## src/design/rsi_pkg.sv

```systemverilog
package rsi_pkg;

    // ------------------------------------------------------------------
    // Sizes of the register groups
    // ------------------------------------------------------------------
    localparam int NUM_PORTS = 11;
    localparam int NUM_DIR = 9;
    localparam int NUM_PU = 9;
    localparam int NUM_TMR = 20;

    // Port latch index of port two and of the indicator pin
    localparam int PORT_TWO_IDX = 2;
    localparam int IND_PORT_IDX = 9;
    localparam int IND_BIT = 0;

    // Timer byte file layout
    localparam int TMR_WIDE_CNT = 0;
    localparam int TMR_CAPTURE = 4;
    localparam int TMR_NARROW_CNT = 12;
    localparam int TMR_NARROW_CMP = 14;
    localparam int TMR_INTERVAL_CMP = 16;

    // ------------------------------------------------------------------
    // Register byte addresses
    // ------------------------------------------------------------------
    localparam logic [7:0] ADDR_PORT_BASE = 8'h00;
    localparam logic [7:0] ADDR_DIR_BASE = 8'h10;
    localparam logic [7:0] ADDR_PU_BASE = 8'h20;
    localparam logic [7:0] ADDR_SETTLE = 8'h30;
    localparam logic [7:0] ADDR_WAIT = 8'h31;
    localparam logic [7:0] ADDR_XRAM = 8'h32;
    localparam logic [7:0] ADDR_WATCH = 8'h33;
    localparam logic [7:0] ADDR_CARRIER = 8'h34;
    localparam logic [7:0] ADDR_STATUS = 8'h35;
    localparam logic [7:0] ADDR_PC_LO = 8'h36;
    localparam logic [7:0] ADDR_PC_HI = 8'h37;
    localparam logic [7:0] ADDR_TMR_BASE = 8'h40;

    // Status register bits
    localparam int STAT_WDT_CAUSE = 0;
    localparam int STAT_RAM_KEPT = 1;
    localparam int STAT_PC_VALID = 2;

    // ------------------------------------------------------------------
    // Reset values
    // ------------------------------------------------------------------
    localparam logic [7:0] PORT_RST = 8'h00;
    localparam logic [7:0] DIR_RST = 8'hff;
    localparam logic [7:0] PU_RST = 8'h00;
    localparam logic [7:0] SETTLE_RST = 8'h05;
    localparam logic [7:0] WAIT_RST = 8'h10;
    localparam logic [7:0] XRAM_RST = 8'h0c;
    localparam logic [7:0] WATCH_RST = 8'h00;
    localparam logic [7:0] CARRIER_RST = 8'h00;
    localparam logic [7:0] TMR_RST = 8'h00;
    localparam logic [15:0] PC_RST = 16'h0000;

    // ------------------------------------------------------------------
    // Timing
    // ------------------------------------------------------------------
    localparam longint CLK_FREQ_HZ = 125_000_000;
    localparam longint INTERNAL_OSC_FREQ_HZ = 8_000_000;
    localparam longint STALL_OSC_PERIODS = 17;
    localparam int STALL_CYCLES = int'((STALL_OSC_PERIODS * CLK_FREQ_HZ
        + INTERNAL_OSC_FREQ_HZ - 1) / INTERNAL_OSC_FREQ_HZ);
    localparam int STALL_W = 9;

    // ------------------------------------------------------------------
    // Types
    // ------------------------------------------------------------------
    typedef enum logic [1:0] {PH_RUN, PH_HOLD, PH_STALL} rsi_phase_t;

    typedef struct packed {
        logic wdt_overflow;
        logic clk_monitor_stop;
        logic poc_detect;
        logic lvi_detect;
    } rsi_src_t;

    typedef struct packed {
        logic [NUM_PORTS-1:0][7:0] port_latch;
        logic [NUM_DIR-1:0][7:0] port_dir;
        logic [NUM_PU-1:0][7:0] pull_up;
        logic [7:0] osc_settle_time_select;
        logic [7:0] mem_expansion_wait_cfg;
        logic [7:0] expansion_ram_size_cfg;
        logic [7:0] watch_timer_mode_reg;
        logic [7:0] carrier_control_reg;
        logic [NUM_TMR-1:0][7:0] timer_bytes;
    } rsi_cfg_t;

    typedef struct packed {
        rsi_phase_t phase;
        logic [STALL_W-1:0] stall_cnt;
        rsi_cfg_t cfg;
        logic [15:0] program_counter;
        logic pc_valid;
        logic wdt_cause;
        logic wdt_clear;
        logic ram_preserve;
        logic reset_indicator_pin;
        logic cpu_clk_run;
        logic core_reset;
        logic [7:0] rdata;
    } rsi_state_t;

endpackage : rsi_pkg

```

## src/design/rsi_reset_combiner.sv

```systemverilog
`timescale 1ns/1ps

module rsi_reset_combiner
    import rsi_pkg::*;
(
    // Clock and reset
    input wire logic clk_i,
    input wire logic rst_i,
    // Reset sources
    input wire logic reset_pin_n_i,
    input wire rsi_src_t src_i,
    // Combined request
    output logic req_o,
    output logic wdt_o
);

    // ------------------------------------------------------------------
    // Pin synchroniser
    // ------------------------------------------------------------------
    // Both stages reset high so the pin reads released after rst_i
    logic pin_meta_reg;
    logic pin_sync_reg;

    always_ff @(posedge clk_i) begin
        if (rst_i) begin
            pin_meta_reg <= 1'b1;
            pin_sync_reg <= 1'b1;
        end else begin
            pin_meta_reg <= reset_pin_n_i;
            pin_sync_reg <= pin_meta_reg;
        end
    end

    // ------------------------------------------------------------------
    // One internal reset line
    // ------------------------------------------------------------------
    always_comb begin
        req_o = !pin_sync_reg || (|src_i);
        wdt_o = src_i.wdt_overflow;
    end

endmodule : rsi_reset_combiner

```

## src/design/rsi_reset_state_initializer.sv

```systemverilog
`timescale 1ns/1ps

module rsi_reset_state_initializer
    import rsi_pkg::*;
(
    // Clock and reset
    input wire logic clk_i,
    input wire logic rst_i,
    // Reset sources
    input wire logic reset_pin_n_i,
    input wire rsi_src_t src_i,
    // Device context
    input wire logic standby_i,
    input wire logic [15:0] reset_vector_i,
    // Register port
    input wire logic [7:0] addr_i,
    input wire logic [7:0] wdata_i,
    input wire logic wr_i,
    input wire logic rd_i,
    output logic [7:0] rdata_o,
    // Reset state outputs
    output logic reset_indicator_pin_o,
    output logic core_reset_o,
    output logic cpu_clk_run_o,
    output logic wdt_clear_o,
    output logic ram_preserve_o,
    output logic [15:0] program_counter_o,
    output logic pc_valid_o,
    output rsi_cfg_t cfg_o
);

    // ------------------------------------------------------------------
    // Reset source combining
    // ------------------------------------------------------------------
    logic req;
    logic wdt_req;

    rsi_reset_combiner i_rsi_reset_combiner (
        .clk_i(clk_i),
        .rst_i(rst_i),
        .reset_pin_n_i(reset_pin_n_i),
        .src_i(src_i),
        .req_o(req),
        .wdt_o(wdt_req)
    );

    // ------------------------------------------------------------------
    // State
    // ------------------------------------------------------------------
    rsi_state_t s_reg;
    rsi_state_t s_next;

    function automatic logic in_win(input logic [7:0] a,
                                    input logic [7:0] base,
                                    input logic [7:0] n);
        logic [7:0] d;
        d = a - base;
        return (a >= base) && (d < n);
    endfunction : in_win

    // Initial values for every register; port two keeps its latch
    function automatic rsi_cfg_t reset_cfg(input rsi_cfg_t cur);
        rsi_cfg_t c;
        c = cur;
        for (int i = 0; i < NUM_PORTS; i++) begin
            if (i != PORT_TWO_IDX) begin
                c.port_latch[i] = PORT_RST;
            end
        end
        for (int i = 0; i < NUM_DIR; i++) begin
            c.port_dir[i] = DIR_RST;
        end
        for (int i = 0; i < NUM_PU; i++) begin
            c.pull_up[i] = PU_RST;
        end
        c.osc_settle_time_select = SETTLE_RST;
        c.mem_expansion_wait_cfg = WAIT_RST;
        c.expansion_ram_size_cfg = XRAM_RST;
        for (int i = 0; i < NUM_TMR; i++) begin
            c.timer_bytes[i] = TMR_RST;
        end
        c.carrier_control_reg = CARRIER_RST;
        c.watch_timer_mode_reg = WATCH_RST;
        return c;
    endfunction : reset_cfg

    always_comb begin
        logic [7:0] off;
        logic [7:0] status;
        off = 8'h00;
        status = 8'h00;
        s_next = s_reg;
        s_next.wdt_clear = 1'b0;
        s_next.rdata = 8'h00;

        // --------------------------------------------------------------
        // Register reads, always answered, unmapped reads zero
        // --------------------------------------------------------------
        status[STAT_WDT_CAUSE] = s_reg.wdt_cause;
        status[STAT_RAM_KEPT] = s_reg.ram_preserve;
        status[STAT_PC_VALID] = s_reg.pc_valid;
        if (rd_i) begin
            if (in_win(addr_i, ADDR_PORT_BASE, 8'(NUM_PORTS))) begin
                off = addr_i - ADDR_PORT_BASE;
                s_next.rdata = s_reg.cfg.port_latch[off];
            end else if (in_win(addr_i, ADDR_DIR_BASE, 8'(NUM_DIR))) begin
                off = addr_i - ADDR_DIR_BASE;
                s_next.rdata = s_reg.cfg.port_dir[off];
            end else if (in_win(addr_i, ADDR_PU_BASE, 8'(NUM_PU))) begin
                off = addr_i - ADDR_PU_BASE;
                s_next.rdata = s_reg.cfg.pull_up[off];
            end else if (in_win(addr_i, ADDR_TMR_BASE, 8'(NUM_TMR))) begin
                off = addr_i - ADDR_TMR_BASE;
                s_next.rdata = s_reg.cfg.timer_bytes[off];
            end else begin
                case (addr_i)
                    ADDR_SETTLE: s_next.rdata =
                        s_reg.cfg.osc_settle_time_select;
                    ADDR_WAIT: s_next.rdata = s_reg.cfg.mem_expansion_wait_cfg;
                    ADDR_XRAM: s_next.rdata = s_reg.cfg.expansion_ram_size_cfg;
                    ADDR_WATCH: s_next.rdata = s_reg.cfg.watch_timer_mode_reg;
                    ADDR_CARRIER: s_next.rdata =
                        s_reg.cfg.carrier_control_reg;
                    ADDR_STATUS: s_next.rdata = status;
                    ADDR_PC_LO: s_next.rdata = s_reg.program_counter[7:0];
                    ADDR_PC_HI: s_next.rdata = s_reg.program_counter[15:8];
                    default: s_next.rdata = 8'h00;
                endcase
            end
        end

        // --------------------------------------------------------------
        // Register writes, only while the core runs
        // --------------------------------------------------------------
        // Writes during reset or the stall are dropped so the held
        // initial values cannot be disturbed before execution starts
        if (wr_i && !req && s_reg.phase == PH_RUN) begin
            if (in_win(addr_i, ADDR_PORT_BASE, 8'(NUM_PORTS))) begin
                off = addr_i - ADDR_PORT_BASE;
                s_next.cfg.port_latch[off] = wdata_i;
            end else if (in_win(addr_i, ADDR_DIR_BASE, 8'(NUM_DIR))) begin
                off = addr_i - ADDR_DIR_BASE;
                s_next.cfg.port_dir[off] = wdata_i;
            end else if (in_win(addr_i, ADDR_PU_BASE, 8'(NUM_PU))) begin
                off = addr_i - ADDR_PU_BASE;
                s_next.cfg.pull_up[off] = wdata_i;
            end else if (in_win(addr_i, ADDR_TMR_BASE, 8'(NUM_TMR))) begin
                off = addr_i - ADDR_TMR_BASE;
                s_next.cfg.timer_bytes[off] = wdata_i;
            end else begin
                case (addr_i)
                    ADDR_SETTLE: s_next.cfg.osc_settle_time_select = wdata_i;
                    ADDR_WAIT: s_next.cfg.mem_expansion_wait_cfg = wdata_i;
                    ADDR_XRAM: s_next.cfg.expansion_ram_size_cfg = wdata_i;
                    ADDR_WATCH: s_next.cfg.watch_timer_mode_reg = wdata_i;
                    ADDR_CARRIER: s_next.cfg.carrier_control_reg = wdata_i;
                    default: ;
                endcase
            end
        end

        // --------------------------------------------------------------
        // Reset sequencing
        // --------------------------------------------------------------
        case (s_reg.phase)
            PH_RUN: ;
            PH_HOLD: begin
                if (!req) begin
                    s_next.phase = PH_STALL;
                    s_next.stall_cnt = '0;
                end
            end
            PH_STALL: begin
                if (s_reg.stall_cnt == STALL_W'(STALL_CYCLES - 1)) begin
                    s_next.phase = PH_RUN;
                    s_next.program_counter = reset_vector_i;
                    s_next.pc_valid = 1'b1;
                end else begin
                    s_next.stall_cnt = s_reg.stall_cnt + 1'b1;
                end
            end
            default: s_next.phase = PH_HOLD;
        endcase

        // A request in any phase restarts the whole sequence
        if (req) begin
            s_next.cfg = reset_cfg(s_reg.cfg);
            s_next.phase = PH_HOLD;
            s_next.stall_cnt = '0;
            s_next.pc_valid = 1'b0;
            if (s_reg.phase == PH_RUN) begin
                s_next.wdt_cause = wdt_req;
                s_next.wdt_clear = wdt_req;
                s_next.ram_preserve = standby_i;
            end
        end

        // Pin outputs follow the phase being entered
        s_next.core_reset = (s_next.phase != PH_RUN);
        s_next.cpu_clk_run = (s_next.phase == PH_RUN);
        s_next.reset_indicator_pin = (s_next.phase == PH_RUN) &&
            s_next.cfg.port_latch[IND_PORT_IDX][IND_BIT];
    end

    always_ff @(posedge clk_i) begin
        if (rst_i) begin
            s_reg.phase <= PH_HOLD;
            s_reg.stall_cnt <= '0;
            s_reg.cfg.port_latch <= '0;
            s_reg.cfg.port_dir <= {NUM_DIR{DIR_RST}};
            s_reg.cfg.pull_up <= {NUM_PU{PU_RST}};
            s_reg.cfg.osc_settle_time_select <= SETTLE_RST;
            s_reg.cfg.mem_expansion_wait_cfg <= WAIT_RST;
            s_reg.cfg.expansion_ram_size_cfg <= XRAM_RST;
            s_reg.cfg.watch_timer_mode_reg <= WATCH_RST;
            s_reg.cfg.carrier_control_reg <= CARRIER_RST;
            s_reg.cfg.timer_bytes <= {NUM_TMR{TMR_RST}};
            s_reg.program_counter <= PC_RST;
            s_reg.pc_valid <= 1'b0;
            s_reg.wdt_cause <= 1'b0;
            s_reg.wdt_clear <= 1'b0;
            s_reg.ram_preserve <= 1'b0;
            s_reg.reset_indicator_pin <= 1'b0;
            s_reg.cpu_clk_run <= 1'b0;
            s_reg.core_reset <= 1'b1;
            s_reg.rdata <= 8'h00;
        end else begin
            s_reg <= s_next;
        end
    end

    // ------------------------------------------------------------------
    // Outputs
    // ------------------------------------------------------------------
    assign rdata_o = s_reg.rdata;
    assign reset_indicator_pin_o = s_reg.reset_indicator_pin;
    assign core_reset_o = s_reg.core_reset;
    assign cpu_clk_run_o = s_reg.cpu_clk_run;
    assign wdt_clear_o = s_reg.wdt_clear;
    assign ram_preserve_o = s_reg.ram_preserve;
    assign program_counter_o = s_reg.program_counter;
    assign pc_valid_o = s_reg.pc_valid;
    assign cfg_o = s_reg.cfg;

    // ------------------------------------------------------------------
    // Checks
    // ------------------------------------------------------------------
    localparam int STALL_N = STALL_CYCLES;

    logic [STALL_W:0] stop_cnt_h;
    always_ff @(posedge clk_i) begin
        if (rst_i || s_reg.phase != PH_STALL) begin
            stop_cnt_h <= '0;
        end else begin
            stop_cnt_h <= stop_cnt_h + 1'b1;
        end
    end
endmodule : rsi_reset_state_initializer

```

## config.mk

```make
export PLATFORM = sky130hd
export DESIGN_NAME = rsi_reset_state_initializer
export DESIGN_NICKNAME = d
export VERILOG_FILES = /design/src/design/rsi_pkg.sv /design/src/design/rsi_reset_combiner.sv /design/src/design/rsi_reset_state_initializer.sv
export SDC_FILE = /design/constraint.sdc
export NUM_CORES = 1
export LEC_CHECK = 0
export BUFFER_PORTS_ARGS = -buffer_cell sky130_fd_sc_hd__buf_2
export CELL_PAD_IN_SITES_DETAIL_PLACEMENT = 1
export CELL_PAD_IN_SITES_GLOBAL_PLACEMENT = 1
export CORE_MARGIN = 5
export CORE_UTILIZATION = 30
export DETAILED_ROUTE_END_ITERATION = 8
export GPL_TIMING_DRIVEN = 0
export HOLD_SLACK_MARGIN = 0.06
export PLACE_DENSITY_LB_ADDON = 0.1
export SLEW_MARGIN = 20
export SYNTH_ARGS = -nofsm -noshare
export SYNTH_HDL_FRONTEND = slang
export SYNTH_SLANG_ARGS = --single-unit
```

## constraint.sdc

```tcl
create_clock -name clk_i -period 5.4 [get_ports clk_i]
set_input_delay 0.27 -clock clk_i [delete_from_list [all_inputs] [get_ports clk_i]]
set_output_delay 0.27 -clock clk_i [all_outputs]
set_load 0.02 [all_outputs]
```

======== After elaboration in Yosys (flattened, before gate mapping) ========
Cells that the tools add are included.
storage, ports and cells
  register bits ........................... 476
  input bits .............................. 42
  output and inout port bits .............. 462
  word-level logic and storage cells ...... 186
operators by class
  add/subtract/negate cells ............... 4
  $lt $le $gt $ge ......................... 16
  equal/unequal tests ..................... 12
  multiplexer cells ....................... 44
  bitwise logic cells ..................... 7
  reductions and logical operators ........ 35
operators by type and width
  operator                                             number
  2-to-1 mux 443 bit                                   1
  2-to-1 mux 432 bit                                   1
  2-to-1 mux 344 bit                                   1
  2-to-1 mux 272 bit                                   1
  2-to-1 mux 200 bit                                   1
  bitwise mux 160 bit                                  1
  2-to-1 mux 160 bit                                   1
  bitwise mux 72 bit                                   2
  2-to-1 mux 72 bit                                    2
  2-to-1 mux 8 bit                                     17
  binary-select mux 8 bit (select 4 bit)               3
  demux 8 bit (select 4 bit)                           3
  bitwise mux 88 bit                                   1
  2-to-1 mux 88 bit                                    1
  equality test 8 x 6 -> 1 bit, second input constant  8
  one-hot mux 8 bit (8 select lines)                   1
  binary-select mux 8 bit (select 5 bit)               1
  demux 8 bit (select 5 bit)                           1
  >= comparator 8 x 1 -> 1 bit, second input constant  5
  2-to-1 mux 40 bit                                    1
  < comparator 8 x 5 -> 1 bit, second input constant   4
  AND reduction 6 bit                                  5
  < comparator 8 x 4 -> 1 bit, second input constant   3
  one-hot mux 9 bit (2 select lines)                   1
  other kinds (28)                                     52

======== Depth between registers and ports, before layout ========
  depth after elaboration ................. 14
  depth in mapped cells ................... 10
  gate-level depth less buffers ........... 8

======== Cells and area by module ========
A second synthesis with hierarchy kept.
second synthesis, totals
  cell total of the unflattened synthesis .. 2,823
  area, all modules ....................... 24,722.5 sq um
by module, submodules not included
  module                       instances  cells an instance  area an instance (sq um)  sequential area each (sq um)
  rsi_reset_state_initializer  1          2,816              24,648.6                  9,489.1
  rsi_reset_combiner           1          7                  73.8                      40.0

======== Worst setup path before layout ========
No wires, ideal clock.
  kind .................................... input port to flip-flop
  start point ............................. in addr_i[0]
  end point ............................... reg with a tool-made name
  library setup time ...................... 0.128 ns
  arrival time ............................ 2.216 ns
  required time ........................... 5.272 ns
  setup slack ............................. 3.056 ns
  cell stages on the path ................. 7
  buffers on the path ..................... 2
  cells stage by stage .................... buf_6 > o31a_1 > or4_4 > buf_6 > nor4_4 > mux2i_1 > nor2_1
RTL lines
  what         line                               text
  from (decl)  rsi_reset_state_initializer.sv:16  input wire logic [7:0] addr_i,

==> Implementation_results.wiki <==
{| class="wikitable"
! Metric !! Value
|-
| Result of the run || finished, final reports clean
|-
| Worst rel slew slack || 14.4%
|-
| Row Count || 104
|-
| Final Net Count || 3437
|-
| Fraction of registers with async set/reset || 0%
|-
| Endpoint arrival time on the critical path || 4.39 ns
|-
| Net count after synthesis || 2862
|-
| Count of TritonRoute iterations in the first routing pass || 6
|-
| Slowest cell on crit path || clkbuf_1
|-
| Vert. Die Dim || 295 um
|-
| DR iter-0 viols || 2132
|-
| Cell family with most CP delay || buffers and inverters
|-
| Die outline width || 295 um
|-
| Combinational Power Share || 5.6%
|-
| Longest individual stage delay on the worst path || 0.88 ns
|-
| Crit path launch type || input pin
|-
| Number of standard cells after synthesis || 2816
|-
| Area share of the largest cell type after synthesis || 39.2%
|-
| Sequence of cells on the critical path || buf_6, buf_2, buf_2, nor2b_1, clkbuf_1, nand3_1, mux2i_1, nor2_1
|-
| Yosys warnings || 0
|-
| Sequential-to-total area share from yosys stat || 39.2%
|-
| Total negative setup slack || 0 ns
|-
| Start point of the critical path || addr_i[0]
|-
| Required time worst endpoint || 5.87 ns
|-
| TritonCTS sink count || 476
|-
| Largest clock skew in the final design || 0.0179 ns
|-
| Post-route insts no fill || 4501
|-
| TritonCTS clock tree || done
|-
| Placed cell count || 4372
|-
| Flop pwr share || 45.4%
|-
| Main synth FF type || dfxtp_1
|-
| Clock-pin slew of the registers on the worst-case setup and hold paths || 0.06 ns
|-
| CTS Buf Count || 57
|-
| Final global-route overflow total || 0
|-
| Worst Path Max Fanout || 10
|-
| Count of pins over their slew limit || 0
|-
| Number of buffers inserted by hold repair at cts || 20
|-
| Hold Fails Final Rpt || 0
|-
| CTS HTree Levels || 2
|-
| Buf+Inv Stages, Crit Path || 4
|-
| Cell type with the highest occurrence count on the critical path || buf_2
|-
| Share of the clock period used by the worst path || 72.6%
|-
| Die ar. || 86800 um2
|-
| Standard cell core area || 80400 um2
|-
| Netlist Area Pre-Place || 24300 um2
|-
| Clock root buffer || clkbuf_16
|-
| Starting utilization of the core area || 30.2%
|-
| Relative contribution of the clock network to total power || 49.0%
|-
| Global-route wire length before repair || 182000 um
|-
| Register bit total from synthesis || 476
|-
| RSZ-0062 raised after global routing || no
|-
| Count of buffers from port buffering || 495
|-
| Maximum number of pins on one net before global-route repair || 15
|-
| Sw Pwr || 1.96 mW
|-
| IR Drop Worst-Case VDD || 0.275 mV
|-
| Number of flops mapped to enable cells by yosys || 0
|-
| Pwr/cell area || 257 nW/um2
|-
| Avg Vias per Cell || 5.34
|-
| Internal || 5.80 mW
|-
| Number of buffers between clock root and the deepest sink || 3
|-
| Synth area leaders || dfxtp_1 39%, buf_4 14%, mux4_2 6.7%
|-
| Post-synthesis average cell area || 8.63 um2
|-
| Number of DRC violations after detailed routing || 0
|-
| WL per Instance || 29.3 um
|-
| Antenna violations before repair || 13
|-
| Critical Path End Type || register
|-
| Final WL || 132000 um
|-
| List of most frequent post-synthesis cells || 476 x dfxtp_1, 457 x buf_4, 422 x nand2_1
|-
| Via count of the first global-routing pass || 24600
|-
| Library cells used by synthesis || 68
|-
| Proportion of total power due to net switching || 25.2%
|-
| Detail Route Antenna Nets || 0
|-
| R2r startpoint || s_reg[472]
|-
| Setup slack of the worst register-to-register path || 1.56 ns
|-
| Proportion of layout cells with a drive suffix above 1 || 37.8%
|-
| Overall power of the completed layout || 7.75 mW
|-
| Clock Latency Late Sink || 0.63 ns
|-
| Static leakage || 13.1 nW
|-
| Cell count of the worst reg-to-reg path || 8
|-
| Final count of negative-setup-slack endpoints || 0
|-
| Worst Tran Pin Value || 1.28 ns
|-
| Number of maximum-capacitance violations || 0
|-
| Total vias in the final route || 24000
|-
| Number of filler instances in the final layout || 9607
|-
| Kind of critical path || in2reg
|-
| Clock period minus worst slack || 3.92 ns
|-
| I/O Pins || 504
|-
| Placer Congestion || 0.936
|-
| Highest clock frequency the design can meet || 255 MHz
|-
| Resize count post-CTS || 0
|-
| Hold/Removal Path Class || in2reg
|-
| Total routing usage reported by global routing || 28.9%
|-
| Leading area contributor after synthesis || dfxtp_1
|-
| Synthesis-to-layout area growth || 24.1%
|-
| HPWL after detailed placement || 102000 um
|-
| Setup fix buffers added after clock tree synthesis || 0
|-
| Instance count on the critical path || 8
|-
| Library cell with the highest instance count after synthesis || dfxtp_1
|}
-- worst min-delay path by stage --
stage,from,endpoint,slack (ns),depth (start not counted)
final,addr_i[3],register,0.15,4
after global placement,i_rsi_reset_combiner.pin_meta_reg,i_rsi_reset_combiner.pin_sync_reg,0.40,1
after floorplan,reset_pin_n_i,i_rsi_reset_combiner.pin_meta_reg,0.37,1
after detailed placement,i_rsi_reset_combiner.pin_meta_reg,i_rsi_reset_combiner.pin_sync_reg,0.41,1
after CTS,addr_i[3],register,0.12,4
after global routing,addr_i[3],register,0.20,4
-- tightest hold or removal path: cells and delay by family --
kind | cells | cell delay (ns)
AO/OA/AOI/OAI | 1 | 0.06
AND/OR/NAND/NOR | 2 | 0.27
buffers and inverters | 1 | 0.14
-- cells by family (layout without fill, tap and decap cells) --
logic type	count (synthesis)	after routing	share of synthesized area (%)
flip-flops	476	476	39.2
adder cells (fa/ha/maj)	4	4	0.206
AO/OA/AOI/OAI	455	455	12.3
XOR/XNOR	6	6	0.216
AND/OR/NAND/NOR	996	996	18.2
other	0	6	0
buffers and inverters	674	1293	17.7
multiplexers	205	205	12.2
-- layout by cell type (no fill, tap or decap), drive strengths merged, types with 11 or more instances in the layout --
cell / instances
a21oi: 194
nor2b: 11
o21ai: 60
nand3: 258
nor3: 21
mux2i: 122
clkbuf: 252
dlygate4sd3: 20
mux2: 11
clkinv: 11
a31o: 115
nand2: 422
mux4: 72
dfxtp: 476
buf: 998
nor2: 230
a22oi: 15
-- layout make-up --
type / instances / area, um2 / area share [%]
multi-input cells: 1666 / 10500 / 34.8
flip-flops and latches: 476 / 9530 / 31.6
plain buffers: 663 / 4260 / 14.1
repair buffers: 516 / 2680 / 8.90
clock buffers: 91 / 1740 / 5.76
well taps: 1060 / 1330 / 4.40
clock inverters: 12 / 68.8 / 0.228
inverters: 11 / 41.3 / 0.137
diodes: 6 / 15.0 / 0.0498
-- layer usage --
| metal | vias to the layer above | track usage, % | part of all wire [%] |
|---|---|---|---|
| met1 | 12300 | 37.0 | 41 |
| li1 | 10500 | - | - |
| met5 | - | 0 | 0.027 |
| met3 | 250 | 5.44 | 7.7 |
| met2 | 1048 | 48.5 | 48 |
| met4 | 6 | 10.8 | 4.1 |
-- through the flow --
stage          hold WS, ns  worst slack [ns]  utilization [%]  area (um2)
2_1_floorplan        0.374              3.06                -       24300
3_3_place_gp         0.401             0.862             34.9       28100
3_5_place_dp         0.406              1.02             34.9       28100
4_1_cts              0.122              1.59             37.4       30100
5_1_grt              0.198              1.50             37.5       30100
6_report             0.152              1.48             37.5       30100
-- power by group through the flow --
stage	clock network, mW	logic, mW	registers (mW)
finish	3.80	0.434	3.52
global route	3.97	0.435	3.51
CTS	3.84	0.419	3.52
detailed placement	0	0.406	3.59
global placement	0	0.402	3.59
floorplan	0	0.194	3.59
Power figures use the tool's default switching activity.
